===== src/hdl/sac_map.svh =====
// Offsets-free constant header: result width, reset values and timing counts
// Behaviour
// - A falling edge on conversion start begins a new conversion.
// - Busy stays low during a conversion and high otherwise.
// - Power-down low with read low enters nap.
// - Power-down low with read high enters sleep.
// - Nap or sleep is chosen by read level at power-down falling edge.
// - Serial output is driven only while read is asserted.
// - External clock input held high selects the internal conversion clock.
// - Approximation register is cleared before the first bit decision.
// - Start requests during a conversion are ignored.
// - The result resolves one bit per step, MSB to LSB.
// - The finished result leaves through the single serial data pin.
// - Acquisition begins once the finished word has entered the FIFO.
// - Serial output updates after each shift clock falling edge.
`ifndef SAC_MAP_SVH
`define SAC_MAP_SVH
`define SAC_RESULT_BITS 14
`define SAC_CLK_HZ 40000000
`define SAC_INT_CLK_DIV 2
`define SAC_EXT_IDLE_NS 2000
`define SAC_EXT_IDLE_CYC ((`SAC_EXT_IDLE_NS * (`SAC_CLK_HZ / 1000000)) / 1000)
`define SAC_RESULT_RESET 14'h0000
`define SAC_FIFO_DEPTH 16
`endif


===== src/hdl/sac_pkg.sv =====
// Types shared by the conversion control block
package sac_pkg;
  typedef enum logic [3:0] {
    SAC_ACQUIRE = 4'h1,
    SAC_CLEAR = 4'h2,
    SAC_DECIDE = 4'h4,
    SAC_DONE = 4'h8
  } sac_conv_e;
  typedef enum logic [2:0] {
    SAC_ACTIVE = 3'h1,
    SAC_NAP = 3'h2,
    SAC_SLEEP = 3'h4
  } sac_power_e;
  typedef struct packed {
    logic [13:0] code;
  } sac_word_s;
endpackage : sac_pkg


===== src/hdl/sac_conv.sv =====
// Successive approximation conversion control with serial readout
`include "sac_map.svh"
module sac_conv import sac_pkg::*; #(
  parameter int BITS = `SAC_RESULT_BITS,
  parameter int INT_DIV = `SAC_INT_CLK_DIV,
  parameter int EXT_IDLE = `SAC_EXT_IDLE_CYC,
  parameter int DEPTH = `SAC_FIFO_DEPTH
) (
  input wire logic clk,
  input wire logic rstn,
  input wire logic conversion_start_n,
  input wire logic read_n,
  input wire logic power_down_n,
  input wire logic external_conv_clock_in,
  input wire logic shift_clock,
  input wire logic comparator_in,
  output logic busy_n,
  output logic conv_clock_out,
  output logic serial_data_out,
  output logic serial_data_oe_n,
  output logic sampling,
  output logic nap,
  output logic sleep,
  output logic overflow
);
  localparam int DW = (INT_DIV > 1) ? $clog2(INT_DIV) : 1;
  localparam int IW = $clog2(EXT_IDLE + 1);
  localparam int BW = $clog2(BITS + 1);
  sac_conv_e state;
  sac_power_e power;
  logic start_s;
  logic rd_s;
  logic pd_s;
  logic ext_s;
  logic sclk_s;
  logic start_q;
  logic pd_q;
  logic ext_q;
  logic sclk_q;
  logic [DW-1:0] div_cnt;
  logic int_tick;
  logic [IW-1:0] ext_idle;
  logic use_internal;
  logic step;
  logic [BITS-1:0] approx;
  logic [BITS-1:0] trial;
  logic [BW-1:0] bit_idx;
  logic fifo_in_ready;
  logic fifo_out_valid;
  logic fifo_out_ready;
  sac_word_s fifo_in;
  sac_word_s fifo_out;
  logic [BITS-1:0] shreg;
  logic [BW-1:0] shift_left;
  logic start_fall;
  logic sclk_fall;

  initial begin
    if (BITS != 14 || INT_DIV < 1 || EXT_IDLE < 2 || DEPTH < 2) begin
      $error("sac_conv parameters out of range");
    end
  end

  sac_sync u_sync_start (.clk(clk), .rstn(rstn), .async_in(conversion_start_n), .reset_level(1'b1),
    .sync_out(start_s));
  sac_sync u_sync_rd (.clk(clk), .rstn(rstn), .async_in(read_n), .reset_level(1'b1), .sync_out(rd_s));
  sac_sync u_sync_pd (.clk(clk), .rstn(rstn), .async_in(power_down_n), .reset_level(1'b1),
    .sync_out(pd_s));
  sac_sync u_sync_ext (.clk(clk), .rstn(rstn), .async_in(external_conv_clock_in), .reset_level(1'b1),
    .sync_out(ext_s));
  sac_sync u_sync_sclk (.clk(clk), .rstn(rstn), .async_in(shift_clock), .reset_level(1'b1),
    .sync_out(sclk_s));

  // Edge history of the cleaned inputs
  always_ff @(posedge clk or negedge rstn) begin
    if (!rstn) begin
      start_q <= 1'b1;
      pd_q <= 1'b1;
      ext_q <= 1'b1;
      sclk_q <= 1'b1;
    end else begin
      start_q <= start_s;
      pd_q <= pd_s;
      ext_q <= ext_s;
      sclk_q <= sclk_s;
    end
  end
  assign start_fall = start_q && !start_s;
  assign sclk_fall = sclk_q && !sclk_s;

  // Power-down mode captured on the power-down falling edge
  always_ff @(posedge clk or negedge rstn) begin
    if (!rstn) begin
      power <= SAC_ACTIVE;
    end else if (pd_s) begin
      power <= SAC_ACTIVE;
    end else if (pd_q) begin
      power <= rd_s ? SAC_SLEEP : SAC_NAP;
    end
  end

  always_ff @(posedge clk or negedge rstn) begin
    if (!rstn) begin
      nap <= 1'b0;
      sleep <= 1'b0;
    end else begin
      nap <= (power == SAC_NAP);
      sleep <= (power == SAC_SLEEP);
    end
  end

  // Input held high with no edges selects the internal clock
  always_ff @(posedge clk or negedge rstn) begin
    if (!rstn) begin
      ext_idle <= '0;
      use_internal <= 1'b1;
    end else if (!ext_s || (ext_s && !ext_q)) begin
      ext_idle <= '0;
      use_internal <= 1'b0;
    end else if (ext_idle == IW'(EXT_IDLE)) begin
      use_internal <= 1'b1;
    end else begin
      ext_idle <= ext_idle + 1'b1;
    end
  end

  // Internal conversion clock from divider
  always_ff @(posedge clk or negedge rstn) begin
    if (!rstn) begin
      div_cnt <= '0;
    end else if (div_cnt == DW'(INT_DIV - 1)) begin
      div_cnt <= '0;
    end else begin
      div_cnt <= div_cnt + 1'b1;
    end
  end
  assign int_tick = (div_cnt == DW'(INT_DIV - 1));
  assign step = use_internal ? int_tick : (ext_s && !ext_q);

  always_ff @(posedge clk or negedge rstn) begin
    if (!rstn) begin
      conv_clock_out <= 1'b0;
    end else if (use_internal) begin
      conv_clock_out <= (div_cnt < DW'((INT_DIV + 1) / 2)) ^ (INT_DIV == 1 ? div_cnt[0] : 1'b0);
    end else begin
      conv_clock_out <= ext_s;
    end
  end

  // Conversion sequence
  always_ff @(posedge clk or negedge rstn) begin
    if (!rstn) begin
      state <= SAC_ACQUIRE;
      approx <= `SAC_RESULT_RESET;
      trial <= '0;
      bit_idx <= '0;
    end else begin
      unique case (state)
        SAC_ACQUIRE: begin
          if (start_fall && power == SAC_ACTIVE) begin
            state <= SAC_CLEAR;
          end
        end
        SAC_CLEAR: begin
          approx <= '0;
          trial <= {1'b1, {(BITS - 1){1'b0}}};
          bit_idx <= BW'(BITS);
          state <= SAC_DECIDE;
        end
        SAC_DECIDE: begin
          if (step) begin
            if (comparator_in) begin
              approx <= approx | trial;
            end
            trial <= trial >> 1;
            bit_idx <= bit_idx - 1'b1;
            if (bit_idx == BW'(1)) begin
              state <= SAC_DONE;
            end
          end
        end
        SAC_DONE: begin
          if (fifo_in_ready) begin
            state <= SAC_ACQUIRE;
          end
        end
      endcase
    end
  end

  // Busy rises only after the word has entered the FIFO
  always_ff @(posedge clk or negedge rstn) begin
    if (!rstn) begin
      busy_n <= 1'b1;
      sampling <= 1'b1;
    end else begin
      busy_n <= (state == SAC_ACQUIRE) && !(start_fall && power == SAC_ACTIVE);
      sampling <= (state == SAC_ACQUIRE) && !(start_fall && power == SAC_ACTIVE);
    end
  end

  always_ff @(posedge clk or negedge rstn) begin
    if (!rstn) begin
      overflow <= 1'b0;
    end else if (state == SAC_DONE && !fifo_in_ready) begin
      overflow <= 1'b1;
    end else if (state == SAC_ACQUIRE) begin
      overflow <= 1'b0;
    end
  end

  assign fifo_in.code = approx;

  sac_fifo #(.WIDTH(BITS), .DEPTH(DEPTH)) u_fifo (
    .clk(clk),
    .rstn(rstn),
    .in_valid(state == SAC_DONE),
    .in_ready(fifo_in_ready),
    .in_data(fifo_in),
    .out_valid(fifo_out_valid),
    .out_ready(fifo_out_ready),
    .out_data(fifo_out)
  );

  // Serial readout: load a word when idle and read is low
  assign fifo_out_ready = (shift_left == '0) && !rd_s;

  always_ff @(posedge clk or negedge rstn) begin
    if (!rstn) begin
      shreg <= '0;
      shift_left <= '0;
      serial_data_out <= 1'b0;
    end else if (fifo_out_ready && fifo_out_valid) begin
      shreg <= fifo_out.code;
      shift_left <= BW'(BITS);
      serial_data_out <= fifo_out.code[BITS-1];
    end else if (sclk_fall && shift_left != '0) begin
      shreg <= {shreg[BITS-2:0], 1'b0};
      shift_left <= shift_left - 1'b1;
      serial_data_out <= shreg[BITS-2];
    end
  end

  always_ff @(posedge clk or negedge rstn) begin
    if (!rstn) begin
      serial_data_oe_n <= 1'b1;
    end else begin
      serial_data_oe_n <= rd_s;
    end
  end
endmodule : sac_conv


===== src/hdl/sac_fifo.sv =====
// Result FIFO between conversion and serial readout
module sac_fifo #(
  parameter int WIDTH = 14,
  parameter int DEPTH = 16
) (
  input wire logic clk,
  input wire logic rstn,
  input wire logic in_valid,
  output logic in_ready,
  input wire logic [WIDTH-1:0] in_data,
  output logic out_valid,
  input wire logic out_ready,
  output logic [WIDTH-1:0] out_data
);
  localparam int AW = $clog2(DEPTH);
  logic [WIDTH-1:0] mem [DEPTH];
  logic [AW-1:0] wr_ptr;
  logic [AW-1:0] rd_ptr;
  logic [AW:0] count;
  logic do_wr;
  logic do_rd;
  initial begin
    if (DEPTH < 2 || (1 << AW) != DEPTH) begin
      $error("sac_fifo depth must be a power of two");
    end
  end
  assign in_ready = (count != DEPTH[AW:0]);
  assign out_valid = (count != '0);
  assign out_data = mem[rd_ptr];
  assign do_wr = in_valid && in_ready;
  assign do_rd = out_valid && out_ready;
  always_ff @(posedge clk) begin
    if (do_wr) begin
      mem[wr_ptr] <= in_data;
    end
  end
  always_ff @(posedge clk or negedge rstn) begin
    if (!rstn) begin
      wr_ptr <= '0;
      rd_ptr <= '0;
      count <= '0;
    end else begin
      if (do_wr) begin
        wr_ptr <= wr_ptr + 1'b1;
      end
      if (do_rd) begin
        rd_ptr <= rd_ptr + 1'b1;
      end
      if (do_wr && !do_rd) begin
        count <= count + 1'b1;
      end else if (do_rd && !do_wr) begin
        count <= count - 1'b1;
      end
    end
  end
endmodule : sac_fifo


===== src/hdl/sac_sync.sv =====
// Three-stage synchroniser with agreement on the last two stages
module sac_sync (
  input wire logic clk,
  input wire logic rstn,
  input wire logic async_in,
  input wire logic reset_level,
  output logic sync_out
);
  logic s1;
  logic s2;
  logic s3;
  always_ff @(posedge clk or negedge rstn) begin
    if (!rstn) begin
      s1 <= 1'b1;
      s2 <= 1'b1;
      s3 <= 1'b1;
    end else begin
      s1 <= async_in;
      s2 <= s1;
      s3 <= s2;
    end
  end
  always_ff @(posedge clk or negedge rstn) begin
    if (!rstn) begin
      sync_out <= 1'b1;
    end else if (s2 == s3) begin
      sync_out <= s3;
    end
  end
endmodule : sac_sync


===== config.mk =====
export PLATFORM = sky130hd
export DESIGN_NAME = sac_conv
export DESIGN_NICKNAME = d
export VERILOG_FILES = /design/src/hdl/sac_pkg.sv /design/src/hdl/sac_conv.sv /design/src/hdl/sac_fifo.sv /design/src/hdl/sac_sync.sv
export VERILOG_INCLUDE_DIRS = /design/src /design/src/hdl
export SDC_FILE = /design/constraint.sdc
export NUM_CORES = 1
export LEC_CHECK = 0
export BUFFER_PORTS_ARGS = -buffer_cell sky130_fd_sc_hd__buf_2
export CORE_UTILIZATION = 60
export CTS_BUF_LIST = sky130_fd_sc_hd__clkbuf_4
export DETAILED_ROUTE_END_ITERATION = 16
export PLACE_DENSITY = 0.73
export SLEW_MARGIN = 15
export SYNTH_ARGS = -nofsm -noshare
export SYNTH_HDL_FRONTEND = slang
export SYNTH_SLANG_ARGS = --single-unit

===== constraint.sdc =====
create_clock -name clk -period 4.5 [get_ports clk]
set_input_delay 1.35 -clock clk [delete_from_list [all_inputs] [get_ports clk]]
set_output_delay 1.35 -clock clk [all_outputs]
set_load 0.005 [all_outputs]

Yosys cells after proc, flatten, opt, wreduce, memory -nomap -nowiden

Memories as Yosys holds them, arrays and structs flattened.
Index checks and enable logic that the tools add are counted.

Register bits after elaboration: 109
Word-level logic and storage cells: 144
Memories: 1
Bits in writable memories: 224

Memory list:

| name       | words | bits a word | read ports | clocked after memory_dff | write ports | RTL line       | text |
|---|---|---|---|---|---|---|---|
| u_fifo.mem | 16    | 14          | 1          | 0                        | 1           | sac_fifo.sv:16 | `logic [WIDTH-1:0] mem [DEPTH];` |

Add/sub/neg operators: 8
$lt $le $gt $ge: 1
Bitwise operators: 1
Eq/ne operators: 21
Multiplexer cells: 34
Reductions and logical operators: 34

Operators with widths:

| operator                                          | count |
|---|---|
| case mux 14 bit (2 select lines)                  | 2 |
| 2-to-1 mux 14 bit                                 | 3 |
| 2-to-1 mux 4 bit                                  | 7 |
| 2-to-1 mux 13 bit                                 | 2 |
| case mux 4 bit (4 select lines)                   | 1 |
| 2-to-1 mux 7 bit                                  | 2 |
| bitwise OR 14 bit                                 | 1 |
| logical AND 1 bit                                 | 12 |
| inequality test 2 bit (second input constant)     | 6 |
| nonzero test 2 bit                                | 6 |
| 2-to-1 mux 1 bit                                  | 11 |
| 2-to-1 mux 5 bit                                  | 2 |
| zero test 1 bit                                   | 9 |
| 2-to-1 mux 3 bit                                  | 3 |
| adder 4 x 1 -> 4 bit (second input constant)      | 2 |
| == test 4 x 1 -> 1 bit (second input constant)    | 2 |
| case mux 4 bit (2 select lines)                   | 1 |
| subtractor 4 x 1 -> 4 bit (second input constant) | 2 |
| adder 7 x 1 -> 7 bit (second input constant)      | 1 |
| == test 7 bit (second input constant)             | 1 |
| adder 5 x 1 -> 5 bit (second input constant)      | 1 |
| == test 1 bit                                     | 5 |
| inequality test 5 bit (second input constant)     | 1 |
| nonzero test 5 bit                                | 1 |
| other kinds (15)                                  | 15 |

Longest topological paths before layout

Word-level depth: 6
Gate-level depth with buffers: 13
Mapped depth without buffers: 12

Hierarchy

A second synthesis with hierarchy kept.

Cell total of the unflattened synthesis: 816
Area, all modules: 13266.5 µm²

Modules (own cells, without submodules):

| module   | area an instance (µm²) | cells each | sequential area each (µm²) | times used |
|---|---|---|---|---|
| sac_fifo | 9475.3                 | 488        | 7051.8                     | 1 |
| sac_conv | 3209.3                 | 303        | 1913.1                     | 1 |
| sac_sync | 116.4                  | 5          | 105.1                      | 5 |

Worst setup path before layout

No wires, ideal clock.

Path kind: register to register
From: register u_fifo.count[0]
To: register u_fifo.count[4]
Library setup time: 0.080 ns
Clock period less this slack: 2.930 ns
Data required time: 4.420 ns
Path slack: 1.570 ns
Stages on the path, launching flop included: 12
Data arrival time: 2.851 ns
Path through: dfrtp_1 or4_1 o21a_1 clkinv_1 buf_2 ha_1 inv_1 fa_1 a21o_1 a21oi_1 mux2i_1 xnor2_1

Cells in the longest elaborated chain, start to end: 5
Elaborated cells on any way between the ends: 13
Classes of those cells: 2 x add/sub; 1 x eq/ne; 2 x mux; 8 x reduce/logical

RTL lines:

| element                                                                           | RTL line       | text |
|---|---|---|
| start: declaration                                                                | sac_fifo.sv:19 | `logic [AW:0] count;` |
| start signal: assignment                                                          | sac_fifo.sv:50 | `count <= count + 1'b1;` |
| start signal: assignment                                                          | sac_fifo.sv:52 | `count <= count - 1'b1;` |
| parallel branches: the longest is 5 deep, another holds subtractor 5 x 1 -> 5 bit | -              |  |

Parallel ways; which one is timed is not known. The select of a mux whose other input is x is not followed.
A chain may end at the register's enable or synchronous reset.

Worst setup path in the final report

From: register shift_left[0]
To: register u_fifo.count[4]

Cells in the longest elaborated chain, start to end: 6
Elaborated cells on any way between the ends: 8
Classes of those cells: 1 x mux; 7 x reduce/logical

RTL lines:

| element                                                       | RTL line        | text |
|---|---|---|
| start: declaration                                            | sac_conv.sv:54  | `logic [BW-1:0] shift_left;` |
| start signal: assignment                                      | sac_conv.sv:235 | `shift_left <= BW'(BITS);` |
| start signal: assignment                                      | sac_conv.sv:239 | `shift_left <= shift_left - 1'b1;` |
| zero test 4 bit (*)                                           | sac_conv.sv:226 | `assign fifo_out_ready = (shift_left == '0) && !rd_s;` |
| logical AND 1 bit (*)                                         | sac_conv.sv:226 |  |
| logical AND 1 bit (*)                                         | sac_fifo.sv:31  | `assign do_rd = out_valid && out_ready;` |
| zero test 1 bit                                               | sac_fifo.sv:49  | `if (do_wr && !do_rd) begin` |
| logical AND 1 bit                                             | sac_fifo.sv:49  |  |
| 2-to-1 mux 5 bit / nonzero test 2 bit (equally long branches) | -               |  |

Every way passes the cells marked *; elsewhere a longest branch is shown, timed or not.

==> impl_metrics.tcl <==
set metrics [dict create \
    tightest_slew_ps 1040 \
    yosys.area_share.adder_pct 1.96 \
    gp_congestion 0.805 \
    ctsResizeCount 0 \
    grt_pass1_vias 7107 \
    fin_crit_sh_pct 87.0 \
    slew_violations 0 \
    dr.pass1.iters 5 \
    drc 0 \
    ioPinCount 16 \
    cts_buffer_depth 3 \
    power.density_nw_per_um2 498 \
    power_mw 7.28 \
    cap_violations 0 \
    clockRootBuffer "clkbuf_4" \
    path_cells "inv_1, ha_1, nor4b_1, o21a_1, clkinv_1, ha_1, inv_1, ha_1, a21o_1, a21oi_1, mux2i_1, xnor2_1" \
    htreeDepth 3 \
    synth-seq-area-share_pct 72.2 \
    synth_compound_area_share_pct 4.95 \
    rows 53 \
    core_area_sq_um 21200 \
    slew_headroom_pct 30.8 \
    path_clk_slew_ps 60 \
    path_buf_inv 3 \
    crit_type "reg -> reg" \
    status "finished clean" \
    synth-async-reset-ratio_pct 32.7 \
    synth.area.mux_share_pct 12.4 \
    drtIter0Drc 686 \
    finalSetupTns_ps 0 \
    finalSetupViolations 0 \
    cts_tree "yes" \
    synth_area_per_cell_sq_um 17.7 \
    dp_hpwl_mm 15.7 \
    cts_sinks 333 \
    cp_common_cell "ha_1" \
    initial_core_util_pct 61.9 \
    viasPerCell 6.08 \
    crit_slowest_cell "clkinv_1" \
    grt_max_degree 92 \
    die_h_um 150 \
    finalHoldViolCount 0 \
    synth_edf_count 224 \
    overflow 0 \
    synthCells 741 \
    cts_setup_buffers 0 \
    ir_drop_mv 0.289 \
    syn_nets 765 \
    track_usage_pct 24.5 \
    synth_top_family_by_area "multiplexers" \
    clk_latency_ps 700 \
    wire_per_inst_um 22.1 \
    crit_required_ps 5080 \
    numCtsBuffers 82 \
    fillers 1390 \
    postRouteAntennaNets 0 \
    crit_family "compound AO/OA/AOI/OAI gates" \
    cts_hold_buffers 0 \
    synth-xor-area-share_pct 1.40 \
    die_area_sq_um 22500 \
    antenna_found_initial 1 \
    die_w_um 150 \
    max_freq_mhz 255 \
    grt_setup_unrepaired "false" \
    wl_mm 25.6 \
    hold_class "reg -> reg" \
    synth_simple_gate_area_share_pct 4.93 \
    yosys_warnings 0 \
    crit_arrival_ps 4500 \
    grt_pass1_wl_mm 39.6 \
    ys.flop_type "edfxtp_1" \
    postLayoutCoreUtil_pct 68.8 \
    portBuffers 15 \
    area_delta_synth_final_pct 11.2 \
    drive_gt1_share_pct 29.4 \
    min_period_ps 3920 \
    worstSetupStartpointType "flop" \
    fin_worst_skew_ps 46.4 \
    vias 7029 \
    ys_types 61 \
    cellLeakagePower_nw 5.26 \
    ys_ff_latch 333 \
    end_kind "flop" \
    max_stage_delay_ps 650 \
    finalNetCount 837 \
    syn_area_sq_um 13100 \
    crit_fanout 21 \
]
-- kinds of logic after synthesis --
group	after synthesis
simple gates	126
flops	333
compound gates	95
fa+ha+maj	21
buf+inv	56
mux	89
xor+xnor	21
-- cell type report --
| type | count | area (sq um) | area share (%) |
|---|---|---|---|
| Antenna cell | 1 | 2.50 | 0.0171 |
| Tap cell | 275 | 344 | 2.36 |
| Clock inverter | 25 | 146 | 1.00 |
| Sequential cell | 333 | 9500 | 65.0 |
| Clock buffer | 126 | 946 | 6.47 |
| Inverter | 15 | 56.3 | 0.385 |
| Multi-Input combinational cell | 352 | 3420 | 23.4 |
| Timing Repair Buffer | 29 | 199 | 1.36 |
-- layer usage --
| metal | part of all wire (%) | up-vias | track usage, % |
|---|---|---|---|
| li1 | - | 3105 | - |
| met1 | 41 | 3606 | 33.1 |
| met2 | 50 | 264 | 38.7 |
| met3 | 6.6 | 54 | 5.61 |
| met4 | 2.8 | 0 | 10.4 |
| met5 | 0 | - | 0 |
-- through the flow --
stage / instances / hold WS (ps) / setup WS [ps] / cell area (sq um)
after floorplan: 741 / 345 / 1570 / 13100
after global placement: 1004 / 346 / 757 / 13500
after CTS: 1155 / 356 / 545 / 14600
final: 1156 / 354 / 583 / 14600
after detailed placement: 1004 / 348 / 557 / 13500
after global routing: 1156 / 363 / 256 / 14600
-- cell usage after synthesis (4+ instances only) --
| cell type | number | area (sq um) |
|---|---|---|
| nor2_1 | 33 | 124 |
| o211ai_1 | 4 | 30.0 |
| buf_4 | 4 | 30.0 |
| o21ai_0 | 29 | 145 |
| nand2_1 | 31 | 116 |
| nand2b_1 | 4 | 25.0 |
| a22o_1 | 14 | 123 |
| mux2i_1 | 31 | 310 |
| buf_2 | 16 | 80.1 |
| a21oi_1 | 6 | 30.0 |
| mux4_2 | 44 | 991 |
| xor2_1 | 9 | 78.8 |
| inv_1 | 14 | 52.6 |
| clkbuf_1 | 14 | 52.6 |
| edfxtp_1 | 224 | 6730 |
| buf_1 | 4 | 15.0 |
| o22ai_1 | 13 | 81.3 |
| dfstp_2 | 29 | 762 |
| nor3_1 | 8 | 40.0 |
| mux4_1 | 11 | 289 |
| dfrtp_1 | 80 | 2000 |
| a211o_1 | 13 | 114 |
| xnor2_1 | 12 | 105 |
| nand3_1 | 20 | 100 |
| ha_1 | 15 | 188 |
| maj3_1 | 5 | 50.1 |
| nor3b_1 | 4 | 30.0 |
-- flip-flops by register name, indices dropped and copies added (netlist names), 5 cells and up --
name          count
shreg            13
approx           14
u_fifo.mem      224
u_fifo.count      5
trial            14
ext_idle          7
-- final timing paths --
check | start | end | slack, ps | depth (start not counted)
setup / recovery | shift_left[0]$_DFFE_PN0P_ | u_fifo.count[4]$_DFFE_PN0P_ | 580 | 12
hold / removal | u_sync_rd.s1$_DFF_PN1_ | u_sync_rd.s2$_DFF_PN1_ | 350 | 0
setup reg to reg | shift_left[0]$_DFFE_PN0P_ | u_fifo.count[4]$_DFFE_PN0P_ | 580 | 12
hold reg to reg | u_sync_rd.s1$_DFF_PN1_ | u_sync_rd.s2$_DFF_PN1_ | 350 | 0
max in group asynchronous | rstn | u_fifo.rd_ptr[2]$_DFFE_PN0N_ | 2950 | 2
min in group asynchronous | rstn | u_fifo.count[1]$_DFFE_PN0P_ | 740 | 1
-- cell usage in the layout, fill, tap and decap left out, drive strengths merged, types with 4 or more instances in the layout --
cell type	synthesis	layout
mux4	55	55
ha	15	15
nor2	33	33
xor2	9	9
mux2i	31	31
maj3	5	5
dfstp	29	29
o21ai	33	33
nor3	8	8
clkinv	1	20
nor4b	4	4
a22o	14	14
dfrtp	80	80
clkbuf	14	126
buf	27	29
nand2	32	32
o22ai	13	13
nor3b	4	4
inv	14	18
xnor2	12	12
a21oi	7	7
nand3	21	21
nand2b	4	4
o211ai	4	4
edfxtp	224	224
a211o	13	13
-- power breakdown --
group / internal (mW) / switching, mW / total (mW)
Clock: 1.39 / 1.15 / 2.55
Combinational: 0.475 / 0.503 / 0.978
Sequential: 3.44 / 0.312 / 3.75
Total: 5.31 / 1.97 / 7.28
Note: power is estimated with default switching activity, not from simulation.
